==> config.mk <==
export PLATFORM = sky130hd
export DESIGN_NAME = ahm_slot_master
export DESIGN_NICKNAME = d
export VERILOG_FILES = /design/src/rtl/ahm_pkg.sv /design/src/rtl/ahm_slot_master.sv
export SDC_FILE = /design/constraint.sdc
export NUM_CORES = 1
export LEC_CHECK = 0
export BUFFER_PORTS_ARGS = -buffer_cell sky130_fd_sc_hd__buf_2
export CAP_MARGIN = 20
export CORE_MARGIN = 5
export CORE_UTILIZATION = 24
export CTS_CLUSTER_DIAMETER = 50
export DETAILED_ROUTE_END_ITERATION = 12
export GPL_TIMING_DRIVEN = 1
export PLACE_DENSITY = 0.38
export REMOVE_ABC_BUFFERS = 1
export SYNTH_ARGS = -nofsm -noshare
export SYNTH_HDL_FRONTEND = slang
export SYNTH_SLANG_ARGS = --single-unit
export TNS_END_PERCENT = 20
==> constraint.sdc <==
create_clock -name clk -period 25.5 [get_ports clk]
set_input_delay 5.1 -clock clk [delete_from_list [all_inputs] [get_ports clk]]
set_output_delay 5.1 -clock clk [all_outputs]
set_load 0.01 [all_outputs]
==> src/rtl/ahm_pkg.sv <==
// constants, register indexes and state enums of the aux hub slot master
// assumes a 20 MHz system clock and an apb register port with 32-bit data
package ahm_pkg;

  // timing: scl rate and quarter-bit length in system clocks
  localparam int unsigned CLK_HZ     = 20_000_000;
  localparam int unsigned SCL_KHZ    = 100;
  localparam int unsigned QTR_CYC    = CLK_HZ / (SCL_KHZ * 1000 * 4);

  // result storage depth
  localparam int unsigned RES_NUM    = 18;

  // register indexes; byte address is four times the index
  localparam logic [7:0] IDX_RES0                 = 8'h02;
  localparam logic [7:0] IDX_MCFG                 = 8'h14;
  localparam logic [7:0] IDX_SLOT0_TARGET_ADDRESS = 8'h15;
  localparam logic [7:0] IDX_SLOT0_START_REGISTER = 8'h16;
  localparam logic [7:0] IDX_SLOT0_READ_SETUP     = 8'h17;
  localparam logic [7:0] IDX_SLOT1_TARGET_ADDRESS = 8'h18;
  localparam logic [7:0] IDX_SLOT1_START_REGISTER = 8'h19;
  localparam logic [7:0] IDX_SLOT1_READ_SETUP     = 8'h1A;
  localparam logic [7:0] IDX_SLOT2_TARGET_ADDRESS = 8'h1B;
  localparam logic [7:0] IDX_SLOT2_START_REGISTER = 8'h1C;
  localparam logic [7:0] IDX_SLOT2_READ_SETUP     = 8'h1D;
  localparam logic [7:0] IDX_SLOT3_TARGET_ADDRESS = 8'h1E;
  localparam logic [7:0] IDX_SLOT3_START_REGISTER = 8'h1F;
  localparam logic [7:0] IDX_SLOT3_READ_SETUP     = 8'h20;
  localparam logic [7:0] IDX_SLOT0_WRITE_BYTE     = 8'h21;
  localparam logic [7:0] IDX_STATUS               = 8'h22;
  localparam logic [7:0] IDX_IRQ_STATUS           = 8'h30;
  localparam logic [7:0] IDX_IRQ_MASK             = 8'h31;

  localparam logic [3:0][7:0] IDX_TADR = {IDX_SLOT3_TARGET_ADDRESS,
    IDX_SLOT2_TARGET_ADDRESS, IDX_SLOT1_TARGET_ADDRESS,
    IDX_SLOT0_TARGET_ADDRESS};
  localparam logic [3:0][7:0] IDX_SREG = {IDX_SLOT3_START_REGISTER,
    IDX_SLOT2_START_REGISTER, IDX_SLOT1_START_REGISTER,
    IDX_SLOT0_START_REGISTER};
  localparam logic [3:0][7:0] IDX_SCFG = {IDX_SLOT3_READ_SETUP,
    IDX_SLOT2_READ_SETUP, IDX_SLOT1_READ_SETUP, IDX_SLOT0_READ_SETUP};

  // field positions
  localparam int unsigned MCFG_ON    = 2;   // master enable
  localparam int unsigned MCFG_TRIG  = 3;   // 1: external trigger pin
  localparam int unsigned ADR_RW     = 0;   // slot gate / slot0 direction
  localparam int unsigned CFG_BATCH  = 3;
  localparam logic [7:0]  CFG_WMASK  = 8'h0F;  // slots 1..3 upper bits zero
  localparam int unsigned IRQ_DONE   = 0;
  localparam int unsigned IRQ_NACK   = 1;
  localparam int unsigned IRQ_WDONE  = 2;

  // reset values
  localparam logic [7:0]  REG_RST    = 8'h00;
  localparam logic        DONE_RST   = 1'h1;

  typedef enum logic [2:0] {S_IDLE, S_NEXT, S_START, S_BIT, S_STOP}
    ahm_fsm_t;
  typedef enum logic [2:0] {OP_AW, OP_REG, OP_WD, OP_AR, OP_RD} ahm_op_t;

endpackage : ahm_pkg

==> src/rtl/ahm_slot_master.sv <==
// aux i2c master: four slot configs, trigger, bus engine, result registers
// assumes apb from the host, open-drain scl/sda resolved outside,
// drdy_tick a one-cycle pulse on clk, trig_pin asynchronous
//
// Decided for this implementation: the APB register port.
`timescale 1ns/10ps
`default_nettype none

// How it works
// - slot address bits 7..1 hold target
// - address bit 0 gates slots 1 to 3
// - enabled reads wait for next trigger
// - start register gives first target register
// - setup bits 2..0 are read count
// - setup bit 3 pushes bytes to batching
// - slot0 write sends the write byte
// - read count registers from start address
// - slot count field limits served slots
// - results packed in order, no gaps
// - exactly eighteen byte result registers
// - slots served in order, codes select 1..4
// - slot0 bit 0: write or read
// - trigger source: data-ready or pin
// - done flag low while busy, high after
module ahm_slot_master #(
  parameter int unsigned QTR = ahm_pkg::QTR_CYC
) (
  input  wire logic        clk,
  input  wire logic        rst,
  input  wire logic        psel,
  input  wire logic        penable,
  input  wire logic        pwrite,
  input  wire logic [11:0] paddr,
  input  wire logic [31:0] pwdata,
  output logic      [31:0] prdata,
  output logic             pready,
  output logic             pslverr,
  input  wire logic        drdy_tick,
  input  wire logic        trig_pin,
  input  wire logic        scl_i,
  output logic             scl_o,
  output logic             scl_oe_n,
  input  wire logic        sda_i,
  output logic             sda_o,
  output logic             sda_oe_n,
  output logic             batch_valid,
  output logic       [7:0] batch_data,
  output logic       [1:0] batch_slot,
  output logic             hub_routine_done,
  output logic             irq
);

  typedef struct packed {
    ahm_pkg::ahm_fsm_t fsm;
    ahm_pkg::ahm_op_t  op;
    logic [1:0]        q;
    logic [3:0]        bitn;
    logic [8:0]        sh;
    logic [8:0]        rx;
    logic [1:0]        slot;
    logic [2:0]        cnt;
    logic [4:0]        ptr;
    logic              sda_low;
    logic              scl_low;
    logic [1:0]        trig_s;
    logic              trig_d;
    logic [1:0]        sda_s;
    logic [15:0]       div;
    logic [3:0][7:0]   tadr;
    logic [3:0][7:0]   sreg;
    logic [3:0][7:0]   scfg;
    logic [7:0]        wbyte;
    logic [7:0]        mcfg;
    logic              done;
    logic [3:0]        nack;
    logic              wdone;
    logic [2:0]        ist;
    logic [2:0]        imsk;
    logic [17:0][7:0]  res;
    logic [31:0]       rdata;
    logic              bv;
    logic [7:0]        bd;
    logic [1:0]        bs;
  } ahm_state_t;

  ahm_state_t s_q;
  ahm_state_t s_d;

  logic [7:0] idx;
  logic       wr_acc;
  logic       tick;
  logic       trig;
  logic       byte_end;

  //////////////////////////////////////////////////////////////////////////
  // helpers

  // result registers sit at consecutive indexes
  function automatic logic is_res(input logic [7:0] i);
    return (i >= ahm_pkg::IDX_RES0) &&
           (i < 8'(ahm_pkg::IDX_RES0 + 8'(ahm_pkg::RES_NUM)));
  endfunction : is_res

  function automatic logic mapped(input logic [7:0] i);
    logic hit;
    hit = is_res(i) || i == ahm_pkg::IDX_MCFG ||
          i == ahm_pkg::IDX_SLOT0_WRITE_BYTE || i == ahm_pkg::IDX_STATUS ||
          i == ahm_pkg::IDX_IRQ_STATUS || i == ahm_pkg::IDX_IRQ_MASK;
    for (int k = 0; k < 4; k++) begin
      if (i == ahm_pkg::IDX_TADR[k] || i == ahm_pkg::IDX_SREG[k] ||
          i == ahm_pkg::IDX_SCFG[k]) begin
        hit = 1'h1;
      end
    end
    return hit;
  endfunction : mapped

  // status layout: write-done, per-slot nack, done in bit 0
  function automatic logic [31:0] rd_mux(input ahm_state_t s,
                                         input logic [7:0] i);
    logic [31:0] v;
    v = 32'h0000_0000;
    if (is_res(i)) begin
      v[7:0] = s.res[5'(i - ahm_pkg::IDX_RES0)];
    end
    if (i == ahm_pkg::IDX_MCFG)             v[7:0] = s.mcfg;
    if (i == ahm_pkg::IDX_SLOT0_WRITE_BYTE) v[7:0] = s.wbyte;
    if (i == ahm_pkg::IDX_STATUS) begin
      v[7:0] = {s.wdone, s.nack, 2'h0, s.done};
    end
    if (i == ahm_pkg::IDX_IRQ_STATUS)       v[2:0] = s.ist;
    if (i == ahm_pkg::IDX_IRQ_MASK)         v[2:0] = s.imsk;
    for (int k = 0; k < 4; k++) begin
      if (i == ahm_pkg::IDX_TADR[k]) v[7:0] = s.tadr[k];
      if (i == ahm_pkg::IDX_SREG[k]) v[7:0] = s.sreg[k];
      if (i == ahm_pkg::IDX_SCFG[k]) v[7:0] = s.scfg[k];
    end
    return v;
  endfunction : rd_mux

  // slot gating: slot0 write always runs, reads need a count
  function automatic logic slot_go(input ahm_state_t s, input logic [1:0] k);
    logic rw;
    rw = s.tadr[k][ahm_pkg::ADR_RW];
    if (k == 2'h0 && !rw) begin
      return 1'h1;
    end
    // zero read count skips the slot entirely
    return rw && (s.scfg[k][2:0] != 3'h0);
  endfunction : slot_go

  //////////////////////////////////////////////////////////////////////////
  // bus decode and pacing

  assign idx      = paddr[9:2];
  assign wr_acc   = psel && penable && pwrite;
  assign tick     = (s_q.div == 16'(QTR - 1));
  assign byte_end = tick && s_q.q == 2'h3 && s_q.bitn == 4'h8;
  // pin path is edge-detected after the synchroniser
  assign trig = s_q.mcfg[ahm_pkg::MCFG_TRIG] ? (s_q.trig_s[1] && !s_q.trig_d)
                                               : drdy_tick;

  //////////////////////////////////////////////////////////////////////////
  // next state

  // registers, bus engine and flags all in one pass; sets come after w1c
  always_comb begin
    s_d    = s_q;
    s_d.bv = 1'h0;
    s_d.div    = tick ? 16'h0000 : 16'(s_q.div + 16'h0001);
    s_d.trig_s = {s_q.trig_s[0], trig_pin};
    s_d.trig_d = s_q.trig_s[1];
    s_d.sda_s  = {s_q.sda_s[0], sda_i};

    // apb: read data latched in setup, writes land in access
    if (psel && !penable) begin
      s_d.rdata = rd_mux(s_q, idx);
    end
    if (wr_acc) begin
      if (idx == ahm_pkg::IDX_MCFG)             s_d.mcfg  = pwdata[7:0];
      if (idx == ahm_pkg::IDX_SLOT0_WRITE_BYTE) s_d.wbyte = pwdata[7:0];
      if (idx == ahm_pkg::IDX_IRQ_MASK)         s_d.imsk  = pwdata[2:0];
      if (idx == ahm_pkg::IDX_IRQ_STATUS) begin
        s_d.ist = s_q.ist & ~pwdata[2:0];
      end
      for (int k = 0; k < 4; k++) begin
        if (idx == ahm_pkg::IDX_TADR[k]) s_d.tadr[k] = pwdata[7:0];
        if (idx == ahm_pkg::IDX_SREG[k]) s_d.sreg[k] = pwdata[7:0];
        // upper setup bits of slots 1..3 stay zero
        if (idx == ahm_pkg::IDX_SCFG[k]) begin
          s_d.scfg[k] = (k == 0) ? pwdata[7:0]
                                 : (pwdata[7:0] & ahm_pkg::CFG_WMASK);
        end
      end
    end

    case (s_q.fsm)
      ahm_pkg::S_IDLE: begin
        // nothing starts on configuration, only on a trigger
        if (s_q.mcfg[ahm_pkg::MCFG_ON] && trig) begin
          s_d.fsm  = ahm_pkg::S_NEXT;
          s_d.slot = 2'h0;
          s_d.ptr  = 5'h00;
          s_d.nack = 4'h0;
          // done drops for the whole routine
          s_d.done = 1'h0;
        end
      end
      ahm_pkg::S_NEXT: begin
        // one slot at a time, lowest first
        if (slot_go(s_q, s_q.slot)) begin
          s_d.fsm = ahm_pkg::S_START;
          s_d.q   = 2'h0;
          s_d.op  = ahm_pkg::OP_AW;
          s_d.cnt = s_q.scfg[s_q.slot][2:0];
        end else if (s_q.slot == s_q.mcfg[1:0]) begin
          s_d.fsm  = ahm_pkg::S_IDLE;
          s_d.done = 1'h1;
          s_d.ist[ahm_pkg::IRQ_DONE] = 1'h1;
        end else begin
          s_d.slot = s_q.slot + 2'h1;
        end
      end
      ahm_pkg::S_START: begin
        // start or repeated start; scl low on entry after a byte
        if (tick) begin
          s_d.q = s_q.q + 2'h1;
          case (s_q.q)
            2'h0: s_d.sda_low = 1'h0;
            2'h1: s_d.scl_low = 1'h0;
            2'h2: s_d.sda_low = 1'h1;
            default: begin
              s_d.scl_low = 1'h1;
              s_d.fsm     = ahm_pkg::S_BIT;
              s_d.bitn    = 4'h0;
              // address byte from bits 7..1, write then read
              s_d.sh = {s_q.tadr[s_q.slot][7:1],
                        s_q.op == ahm_pkg::OP_AR, 1'h1};
            end
          endcase
        end
      end
      ahm_pkg::S_BIT: begin
        if (tick) begin
          s_d.q = s_q.q + 2'h1;
          case (s_q.q)
            2'h0: s_d.sda_low = !s_q.sh[8];
            2'h1: s_d.scl_low = 1'h0;
            2'h2: s_d.rx = {s_q.rx[7:0], s_q.sda_s[1]};
            default: begin
              s_d.scl_low = 1'h1;
              s_d.sh      = {s_q.sh[7:0], 1'h1};
              s_d.bitn    = s_q.bitn + 4'h1;
            end
          endcase
        end
        if (byte_end) begin
          s_d.bitn = 4'h0;
          if (s_q.op != ahm_pkg::OP_RD && s_q.rx[0]) begin
            s_d.nack[s_q.slot]         = 1'h1;
            s_d.ist[ahm_pkg::IRQ_NACK] = 1'h1;
            s_d.fsm = ahm_pkg::S_STOP;
          end else begin
            case (s_q.op)
              ahm_pkg::OP_AW: begin
                s_d.op = ahm_pkg::OP_REG;
                s_d.sh = {s_q.sreg[s_q.slot], 1'h1};
              end
              ahm_pkg::OP_REG: begin
                // slot0 bit 0 low means a single write
                if (s_q.slot == 2'h0 && !s_q.tadr[0][ahm_pkg::ADR_RW]) begin
                  s_d.op = ahm_pkg::OP_WD;
                  // write byte goes to the start register
                  s_d.sh = {s_q.wbyte, 1'h1};
                end else begin
                  s_d.op  = ahm_pkg::OP_AR;
                  s_d.fsm = ahm_pkg::S_START;
                  s_d.q   = 2'h0;
                end
              end
              ahm_pkg::OP_WD: begin
                s_d.wdone = 1'h1;
                s_d.ist[ahm_pkg::IRQ_WDONE] = 1'h1;
                s_d.fsm = ahm_pkg::S_STOP;
              end
              ahm_pkg::OP_AR: begin
                // count bytes read; last one is not acked
                s_d.op = ahm_pkg::OP_RD;
                s_d.sh = {8'hFF, s_q.cnt == 3'h1};
              end
              default: begin
                // next free result register, no gaps
                // only eighteen slots, later bytes dropped
                if (s_q.ptr < 5'(ahm_pkg::RES_NUM)) begin
                  s_d.res[s_q.ptr] = s_q.rx[8:1];
                  s_d.ptr          = s_q.ptr + 5'h01;
                end
                // copy to the batching port when enabled
                s_d.bv = s_q.scfg[s_q.slot][ahm_pkg::CFG_BATCH];
                s_d.bd = s_q.rx[8:1];
                s_d.bs = s_q.slot;
                if (s_q.cnt == 3'h1) begin
                  s_d.fsm = ahm_pkg::S_STOP;
                end else begin
                  s_d.cnt = s_q.cnt - 3'h1;
                  s_d.sh  = {8'hFF, s_q.cnt == 3'h2};
                end
              end
            endcase
          end
          if (s_d.fsm == ahm_pkg::S_STOP) begin
            s_d.q = 2'h0;
          end
        end
      end
      ahm_pkg::S_STOP: begin
        if (tick) begin
          s_d.q = s_q.q + 2'h1;
          case (s_q.q)
            2'h0: s_d.sda_low = 1'h1;
            2'h1: s_d.scl_low = 1'h0;
            default: begin
              s_d.sda_low = 1'h0;
              // last slot is the one the count field names
              if (s_q.slot == s_q.mcfg[1:0]) begin
                s_d.fsm  = ahm_pkg::S_IDLE;
                s_d.done = 1'h1;
                s_d.ist[ahm_pkg::IRQ_DONE] = 1'h1;
              end else begin
                s_d.fsm  = ahm_pkg::S_NEXT;
                s_d.slot = s_q.slot + 2'h1;
              end
            end
          endcase
        end
      end
      default: s_d.fsm = ahm_pkg::S_IDLE;
    endcase
  end

  //////////////////////////////////////////////////////////////////////////
  // state register

  // reset gives constants only; results clear here only, not when a routine starts
  always_ff @(posedge clk or posedge rst) begin
    if (rst) begin
      s_q      <= '0;
      s_q.fsm  <= ahm_pkg::S_IDLE;
      s_q.op   <= ahm_pkg::OP_AW;
      s_q.mcfg <= ahm_pkg::REG_RST;
      s_q.done <= ahm_pkg::DONE_RST;
      s_q.sh   <= 9'h1FF;
    end else begin
      s_q <= s_d;
    end
  end

  //////////////////////////////////////////////////////////////////////////
  // outputs; open drain only ever pulls low

  assign prdata           = s_q.rdata;
  assign pready           = 1'h1;
  assign pslverr          = psel && penable && !mapped(idx);
  assign scl_o            = 1'h0;
  assign scl_oe_n         = !s_q.scl_low;
  assign sda_o            = 1'h0;
  assign sda_oe_n         = !s_q.sda_low;
  assign batch_valid      = s_q.bv;
  assign batch_data       = s_q.bd;
  assign batch_slot       = s_q.bs;
  assign hub_routine_done = s_q.done;
  assign irq              = |(s_q.ist & s_q.imsk);

  //////////////////////////////////////////////////////////////////////////
  // checks

  done_busy_a: assert property (@(posedge clk) disable iff (rst)
    s_q.fsm != ahm_pkg::S_IDLE |-> !hub_routine_done)
    else $error("done flag high while busy");

  trig_start_a: assert property (@(posedge clk) disable iff (rst)
    s_q.fsm == ahm_pkg::S_IDLE && !(trig && s_q.mcfg[ahm_pkg::MCFG_ON])
    |=> s_q.fsm == ahm_pkg::S_IDLE)
    else $error("routine began without a trigger");

  addr_byte_a: assert property (@(posedge clk) disable iff (rst)
    s_q.fsm == ahm_pkg::S_BIT && s_q.bitn == 4'h0 && s_q.q == 2'h0 &&
    s_q.op == ahm_pkg::OP_AW
    |-> s_q.sh[8:1] == {s_q.tadr[s_q.slot][7:1], 1'h0})
    else $error("wrong target address byte");

  write_byte_a: assert property (@(posedge clk) disable iff (rst)
    s_q.fsm == ahm_pkg::S_BIT && s_q.bitn == 4'h0 && s_q.q == 2'h0 &&
    s_q.op == ahm_pkg::OP_WD |-> s_q.sh[8:1] == s_q.wbyte)
    else $error("wrong slot0 write byte");

  res_bound_a: assert property (@(posedge clk) disable iff (rst)
    s_q.ptr <= 5'(ahm_pkg::RES_NUM))
    else $error("result pointer past last register");

  res_order_a: assert property (@(posedge clk) disable iff (rst)
    s_q.fsm != ahm_pkg::S_IDLE && $past(s_q.fsm) != ahm_pkg::S_IDLE &&
    s_q.ptr != $past(s_q.ptr)
    |-> s_q.ptr == 5'($past(s_q.ptr) + 5'h01) && s_q.res[$past(s_q.ptr)]
        == $past(s_q.rx[8:1], 2))
    else $error("result stored out of order");

  batch_gate_a: assert property (@(posedge clk) disable iff (rst)
    batch_valid |-> s_q.scfg[batch_slot][ahm_pkg::CFG_BATCH])
    else $error("batch push from a slot not enabled");

  slot_limit_a: assert property (@(posedge clk) disable iff (rst)
    s_q.fsm == ahm_pkg::S_START |-> s_q.slot <= s_q.mcfg[1:0])
    else $error("slot beyond selected count served");

  slot_order_a: assert property (@(posedge clk) disable iff (rst)
    s_q.fsm != ahm_pkg::S_IDLE && $past(s_q.fsm) != ahm_pkg::S_IDLE &&
    $changed(s_q.slot)
    |-> s_q.slot == $past(s_q.slot) + 2'h1)
    else $error("slot order broken");

  gate_off_a: assert property (@(posedge clk) disable iff (rst)
    s_q.fsm == ahm_pkg::S_START && s_q.slot != 2'h0
    |-> s_q.tadr[s_q.slot][ahm_pkg::ADR_RW])
    else $error("disabled slot was read");

endmodule : ahm_slot_master
`default_nettype wire

==> reports/metrics.cfg, run 1 <==
[run_status]
run_status=finished, final reports clean

[timing]
period_share_pct=50.6
layout_setup_ws_ps=12600
whs_ps=350
rsz0062_at_grt=false
slew_viol_final=0
min_period_ps=12900
tns_ps=0
worst_slew_pin_slew_ps=962
slew_headroom_pct=35.3
hold_viol=0
fmax_ghz=0.0775
clock_skew_ps=34.1
setup-violations-final=0

[logic_synthesis]
synth.top_cell.area_share_pct=44.9
synth.cell_area_sq_um=18300
synth.area.top_cells=dfrtp_1 45%, mux2_2 16%, mux4_2 6.8%
seq_area_frac_synth_pct=46.3
yosysWarnings=0
ys_ff_latch=338
synth_largest_area_cell=dfrtp_1
synthCells=1538
synth.avg_cell_area_sq_um=11.9
synth_top_flop_cell=dfrtp_1
synth_cell_type_count=86
synth-edff-count=0
async_reset_ff_share_pct=100

[layout]
final_area_sq_um=21100
layout_common_cells=327 x dfrtp_1, 264 x mux2_2, 82 x nand2_1
final_nets=1613
nFillCells=7837
mostFrequentLayoutCell=dfrtp_1
finalNonFillerCells=2563
layout-drive-gt1-share_pct=32.7
final_core_util_pct=27.8
area_growth_pct=15.3

[worst_setup_path]
reg2reg_to=s_q[154]
crit_slowest_cell=clkinv_1
r2r_slack_ps=22220
setup.worst_path.end_class=output port
crit_fanout=37
crit_type=in2out
path_cells=buf_4 -> clkinv_1 -> ha_1 -> and3_1 -> nor2_1 -> nand3_1 -> nor4_1 -> buf_2
rr_worst_depth=6
cp_data_arrival_time_ps=7800
timing.rr.start=s_q[371]
critPathTopFamily=buffers and inverters
crit_path_max_incr_delay_ps=530
critPathBufInv=3
cp.required_ps=20400
start_kind=input port

[power]
combPwrFrac_pct=3.9
power_density_nw_per_um2=64.9
switchingPower_mw=0.337
pwr-share-seq_pct=39.7
peakVddDrop_uv=51.6
pwr-share-clk_pct=56.4
total_power_mw=1.37
intPower_mw=1.03
power_leakage_nw=9.41
switching_share_pct=24.6

[worst_hold_path]
hold_end=s_q[328]
hold_start=s_d[328]
min_path_type=reg2reg
hold_depth=0

[floorplan]
start_util_pct=24.1
core_sq_um=75800
io_pins=104
dieArea_sq_um=81900
rows=101
die-height_microns=286
fp.dieW_microns=286

[clock_tree]
cts-root-buf=clkbuf_16
worstSkewPairLatency_ps=630
hold_buffers=0
cts_buffers=55
clock_sinks=338
h-tree-depth=2
post_cts_resize_count=0
postCtsSetupBuffers=0
cts_tree=built
path_clk_slew_ps=60
clockBufferDepth=3

[drt]
num_vias=12800
initialDrtViolationCount=930
drt_wl_total_microns=59400
vias_per_cell=4.98
drc_errors=0
ant_nets=0
routedWlPerCell_microns=23.2
drtPass1Iterations=5

[global_route]
grt_overflow=0
grt_pass1_wl_microns=89100
first_global_vias=13100
grt_antenna_before_repair=1
grt.total_usage_pct=14.2
grt_max_degree=160

[placed_design]
place_inst=2458
dpl.hpwl_microns=40500
portBuffers=47
place_congestion=0.841
dpl_cell_area_sq_um=19200
dp_slack_ps=12630

[flow_run]
maxCapViolCount=0

==> state kept, by name (all words and copies together), names as in the netlist <==
name              flops
batch_data            8
batch_slot            2
batch_valid           1
hub_routine_done      1
prdata                8
s_d                   3
s_q                 315
==> power groups by stage <==
stage               Sequential (mW)  Combinational, mW  Clock, mW
finish                        0.543             0.0529      0.772
global route                  0.543             0.0587      0.818
CTS                           0.543             0.0543      0.795
detailed placement            0.553             0.0541          0
global placement              0.553             0.0538          0
floorplan                     0.552             0.0269          0
==> worst max-delay path by stage <==
stage / from / end / slack (ps) / cells past startpoint
floorplan: rst / batch_data[0] / 11050 / 1
global placement: paddr[3] / pslverr / 12540 / 8
detailed placement: paddr[3] / pslverr / 12630 / 8
CTS: paddr[3] / pslverr / 12630 / 8
global route: paddr[3] / pslverr / 12470 / 8
finish: paddr[3] / pslverr / 12600 / 8
==> cell families after synthesis <==
kind of cell | Yosys count | synth area share (%)
buffers and inverters | 171 | 5.02
multiplexers | 356 | 25.1
adder cells (fa/ha/maj) | 23 | 1.57
XOR/XNOR | 20 | 0.957
AND/OR/NAND/NOR | 351 | 10.9
AO/OA/AOI/OAI | 277 | 10.1
other | 2 | 0.0410
flip-flops | 338 | 46.3
==> final cells by class <==
type / count / area [sq um] / share of cell area (%)
sequential: 338 / 8470 / 40.1
clock buffer: 70 / 1510 / 7.17
multi-input combinational: 1054 / 9010 / 42.7
timing repair buffer: 59 / 343 / 1.62
clock inverter: 34 / 422 / 2.00
tap: 978 / 1220 / 5.80
antenna: 1 / 2.50 / 0.0119
inverter: 29 / 116 / 0.551
==> worst register-to-register path, stage by stage, from the launching register on <==
cell and delay (ps):
dfrtp_1 840, nor2b_1 270, nand2_1 280, nor4_4 300, buf_4 390, and4_1 650
mux2_2 400
==> synth_stat cells (5+ instances only) <==
cell type,count
a211o_1,5
mux2_1,16
clkbuf_1,60
nor3_1,25
and4_1,9
a221oi_1,7
nand3_1,33
buf_2,20
a22oi_1,24
a21o_1,6
o32ai_1,6
buf_4,54
nand2_1,82
xor2_1,6
a211oi_1,15
mux4_2,55
dfstp_2,10
nor2b_1,24
xnor2_1,14
nand3_2,8
ha_1,23
buf_6,5
and2_1,10
inv_1,28
a31oi_1,7
nand4_1,18
o22ai_1,12
a221o_1,6
o21ai_0,62
nor2_1,68
o211ai_1,6
or3_1,5
and3_1,6
a21oi_1,69
nor4_1,8
dfrtp_1,328
o31ai_1,5
nor4_4,5
mux2_2,264
mux2i_1,21
nand2b_1,14
==> layer usage <==
layer	vias up	part of all wire [%]	global-route usage, %
met5	-	0	0
met4	0	2.6	3.90
met3	70	4.4	2.42
met2	330	48	23.5
met1	6658	45	19.2
li1	5705	-	-
No activity file was read; power rests on OpenSTA's default activity.
==> run 2: changes to the inputs <==
- PLACE_DENSITY: 0.38 -> 0.4
- clock period: 25.5 -> 11.5 ns (I/O delays scaled with it)
==> run 2 against run 1 <==
Against the previous run: clock skew is 6.9 ps higher; critical path type unchanged; sequential power is 120% higher; hold slack better by 15 ps; global-route usage is 0.098 points lower; final cell count hardly changed; largest cell class unchanged; critical path depth stayed put; largest power group unchanged; register-to-register slack worse by 14000 ps; non-clock buffer count is 3 higher; clock power is 110% higher; core utilization is 0.11 points lower; critical endpoint unchanged; final area is 0.40% lower.
==> reports/metrics.cfg, run 2 (synthesis gave the netlist of run 1 again) <==
[placed_design]
place_congestion=0.853
portBuffers=47
dp_slack_ps=3970
dpl.hpwl_microns=40000

[power]
pwr-share-seq_pct=40.9
switching_share_pct=24.8
intPower_mw=2.22
pwr-share-clk_pct=55.1
combPwrFrac_pct=4.0
power_leakage_nw=9.37
total_power_mw=2.95
power_density_nw_per_um2=140
switchingPower_mw=0.731
peakVddDrop_uv=98.2

[global_route]
use_met2_pct=23.7
top_usage_layer=met2
grt_overflow=0
grt_use_met3_pct=2.03
met1_usage_pct=19.1
grt_max_degree=124
grt_pass1_wl_microns=88700
first_global_vias=13300
grt_antenna_before_repair=1
grt.total_usage_pct=14.1

[timing]
clock_skew_ps=41.0
rsz0062_at_grt=false
hold_viol=0
slew_viol_final=0
layout_setup_ws_ps=3870
min_period_ps=7630
worst_slew_pin_slew_ps=986
period_share_pct=66.3
fmax_ghz=0.131
slew_headroom_pct=33.7
setup-violations-final=0

[floorplan]
io_pins=104
dieArea_sq_um=81900
rows=101
fp.dieW_microns=286
die-height_microns=286
core_sq_um=75800
start_util_pct=24.1

[layout]
largest_register_ff_count=315
largest-register=s_q
diodes=0
final_core_util_pct=27.7
multi_input_area_sq_um=9010
area_growth_pct=14.8
nFillCells=7902
layout_common_cells=327 x dfrtp_1, 264 x mux2_2, 82 x nand2_1
mostFrequentLayoutCell=dfrtp_1
layout-drive-gt1-share_pct=33.0
final_nets=1615
register_area_sq_um=8470

[worst_setup_path]
crit_type=in2out
cp.required_ps=9200
crit_fanout=55
setup.worst_path.end_class=output port
start_kind=input port
cp_data_arrival_time_ps=5330

[worst_hold_path]
min_path_type=reg2reg

[clock_tree]
cts_tree=built
post_cts_resize_count=0
postCtsSetupBuffers=0
worstSkewPairLatency_ps=610
hold_buffers=0
path_clk_slew_ps=60
clock_sinks=338
cts-root-buf=clkbuf_16
h-tree-depth=2
cts_buffers=54
clockBufferDepth=3

[drt]
ant_nets=0
drt_wl_total_microns=58500
drtPass1Iterations=5
routedWlPerCell_microns=22.8
num_vias=12800
initialDrtViolationCount=843
drc_errors=0
vias_per_cell=5.01

[flow_run]
maxCapViolCount=0

[run_status]
run_status=finished, final reports clean

[run 2: per-stage QoR]
step                hold slack [ps]  std cells  instance area [sq um]  TNS (ps)
floorplan                       331       1421                  17600    -49220
global placement                341       2460                  19200         0
detailed placement              343       2460                  19200         0
CTS                             362       2561                  21000         0
global route                    374       2562                  21000         0
finish                          364       2562                  21000         0
[run 2: cell type report]
cell class,count,share of cell area [%]
Tap cell,978,5.82
Clock inverter,30,1.21
Inverter,29,0.554
Sequential cell,338,40.3
Timing Repair Buffer,62,1.77
Multi-Input combinational cell,1054,42.9
Clock buffer,71,7.45
[run 2: critical path: stages]
cell,delay (ps)
buf_4,490
clkinv_1,660
ha_1,500
and3_1,290
nor2_1,130
nand3_1,90
nor4_1,530
buf_2,240
[run 2: power by group through the flow]
stage / clock network [mW] / registers [mW] / logic, mW
global route: 1.73 / 1.20 / 0.131
global placement: 0 / 1.23 / 0.118
finish: 1.63 / 1.20 / 0.118
CTS: 1.68 / 1.20 / 0.119
detailed placement: 0 / 1.23 / 0.119
floorplan: 0 / 1.22 / 0.0597
[run 2: layer usage]
metal  routed length (microns)  up-vias
met5                         0        -
met3                      2420       82
li1                          -     5709
met1                     26200     6704
met4                      1410        0
met2                     28500      330
[run 2: worst paths after layout]
check                          from  endpoint  slack (ps)  cells after the start
min                        s_d[328]  s_q[328]         360                      0
max                        paddr[3]   pslverr        3870                      8
max in group asynchronous       rst  s_q[276]        8030                      3
min reg2reg                s_d[328]  s_q[328]         360                      0
min in group asynchronous       rst  s_q[350]        1830                      2
max reg2reg                s_q[371]  s_q[165]        8200                      6
==> run 3: changes to the inputs <==
- ABC_AREA: default -> 1
- PLACE_DENSITY: 0.4 -> 0.38
- clock period: 11.5 -> 7.4 ns (I/O delays scaled with it)
==> run 3 against run 2 <==
Against the previous run: sequential share of layout area rose by 0.86 points; core utilization rose by 0.48 points; highest routed layer unchanged; sequential power rose by 67%; non-clock buffer count rose by 3; sequential cell count did not move; wire length rose by 3.6%; final area fell by 2.1%; hold slack got worse by 12 ps; setup slack got worse by 1600 ps.
==> reports/metrics.cfg, run 3 <==
[logic_synthesis]
synth.cell_area_sq_um=17600
synth-edff-count=0
synth_top_family_by_area=simple AND/OR/NAND/NOR gates
synth_cell_type_count=58
yosysMostFrequentCell=nand2_1
muxShareOfSynthArea_pct=0.0568
synthSimpleGateAreaFrac_pct=23.4
synthAdderAreaFrac_pct=1.63
async_reset_ff_share_pct=100
yosysWarnings=0
synth_common_cells=614 x nand2_1, 363 x o21ai_0, 328 x dfrtp_1
synth_top_flop_cell=dfrtp_1
synth_compound_area_share_pct=17.0
synth.top_cell.area_share_pct=46.6
synth.avg_cell_area_sq_um=7.71
synth_largest_area_cell=dfrtp_1
seq_area_frac_synth_pct=48.1
synth-xor-area-share_pct=0.540
synthCells=2286
ys_ff_latch=338
synth.area.top_cells=dfrtp_1 47%, nand2_1 13%, o21ai_0 10%

[clock_tree]
cts_buffers=54
clock_sinks=338
cts-root-buf=clkbuf_16
postCtsSetupBuffers=0
cts_tree=built
post_cts_resize_count=0
hold_buffers=0
clockBufferDepth=3
worstSkewPairLatency_ps=610
path_clk_slew_ps=50
h-tree-depth=2

[worst_setup_path]
crit_type=in2out
cp.required_ps=5920
r2r_slack_ps=3820
start_kind=input port
cp_data_arrival_time_ps=3610
crit_fanout=16
setup.worst_path.end_class=output port

[drt]
drc_errors=0
drt_wl_total_microns=60700
routedWlPerCell_microns=18.4
initialDrtViolationCount=1161
num_vias=15000
vias_per_cell=4.56
drtPass1Iterations=5
ant_nets=0

[floorplan]
start_util_pct=24.2
rows=99
die-height_microns=281
core_sq_um=73000
io_pins=104
dieArea_sq_um=79000
fp.dieW_microns=281

[timing]
period_share_pct=68.8
worst_slew_pin_slew_ps=970
tns_ps=0
layout_setup_ws_ps=2310
slew_viol_final=0
min_period_ps=5090
hold_viol=0
rsz0062_at_grt=false
slew_headroom_pct=35.3
fmax_ghz=0.196
clock_skew_ps=35.6
setup-violations-final=0

[layout]
layout_common_cells=614 x nand2_1, 363 x o21ai_0, 328 x dfrtp_1
mostFrequentLayoutCell=nand2_1
nFillCells=7906
final_nets=2369
largest-register=s_q
final_core_util_pct=28.2
area_growth_pct=16.7
largest_register_ff_count=315
layout-drive-gt1-share_pct=9.29

[global_route]
grt_overflow=0
first_global_vias=15000
grt_pass1_wl_microns=93600
grt_antenna_before_repair=2
grt_max_degree=116
grt.total_usage_pct=15.2

[power]
combPwrFrac_pct=19.3
power_leakage_nw=9.44
intPower_mw=4.03
pwr-share-seq_pct=33.7
total_power_mw=5.92
power_density_nw_per_um2=288
switching_share_pct=31.9
peakVddDrop_uv=199
pwr-share-clk_pct=47.0
switchingPower_mw=1.89

[placed_design]
place_congestion=0.838
portBuffers=47
dp_slack_ps=2260
dpl.hpwl_microns=41600

[flow_run]
maxCapViolCount=0

[run_status]
run_status=finished, final reports clean

[worst_hold_path]
min_path_type=reg2reg

[run 3: logic make-up (layout without fill, tap and decap cells)]
logic type,after synthesis,after routing
fa+ha+maj,23,23
flops,338,338
xor+xnor,10,10
compound gates,554,554
other cells,2,28
simple gates,978,978
buf+inv,380,406
mux,1,1
[run 3: power groups by stage]
stage,Combinational [mW],Sequential (mW),Clock (mW)
floorplan,0.706,2.04,0
global placement,1.13,2.03,0
detailed placement,1.14,2.03,0
CTS,1.15,2.00,2.86
global route,1.29,2.01,2.93
finish,1.14,2.00,2.78
[run 3: layer usage]
metal  vias to the layer above  GRT usage, %  wire (microns)
met4                         0          3.90            1400
met1                      7220          22.4           30400
met3                        78          2.41            2770
li1                       7406             -               -
met2                       343          23.3           26100
met5                         -             0               0
[run 3: final timing paths]
path,to,cells after the start,start
hold / removal,s_d[329],0,s_d[331]
max in group asynchronous,s_q[320],3,rst
setup / recovery,pslverr,10,paddr[3]
min in group asynchronous,s_q[61],2,rst
setup reg to reg,s_q[342],11,s_q[342]
hold reg to reg,s_d[329],0,s_d[331]
[run 3: stage by stage]
stage | cell area [sq um] | instances | hold WS (ps)
3_5_place_dp | 18600 | 3196 | 340
3_3_place_gp | 18600 | 3196 | 342
6_report | 20600 | 3297 | 353
5_1_grt | 20600 | 3296 | 370
2_1_floorplan | 17000 | 2172 | 331
4_1_cts | 20600 | 3296 | 358
[run 3: worst max-delay path: stages]
cell	delay [ps]
buf_2	130
inv_1	120
buf_4	280
nand2_1	150
nor2_1	220
o21ai_0	160
a21oi_1	210
o21ai_0	160
nor4_1	480
buf_2	220
[run 3: cell type report]
cell class | instances | area (sq um) | share of cell area [%]
antenna | 1 | 2.50 | 0.0122
clock buffer | 65 | 1440 | 7.01
clock inverter | 35 | 548 | 2.66
multi-input combinational | 1593 | 7600 | 37.0
tap | 959 | 1200 | 5.83
inverter | 241 | 912 | 4.43
timing repair buffer | 65 | 395 | 1.92
sequential | 338 | 8470 | 41.2
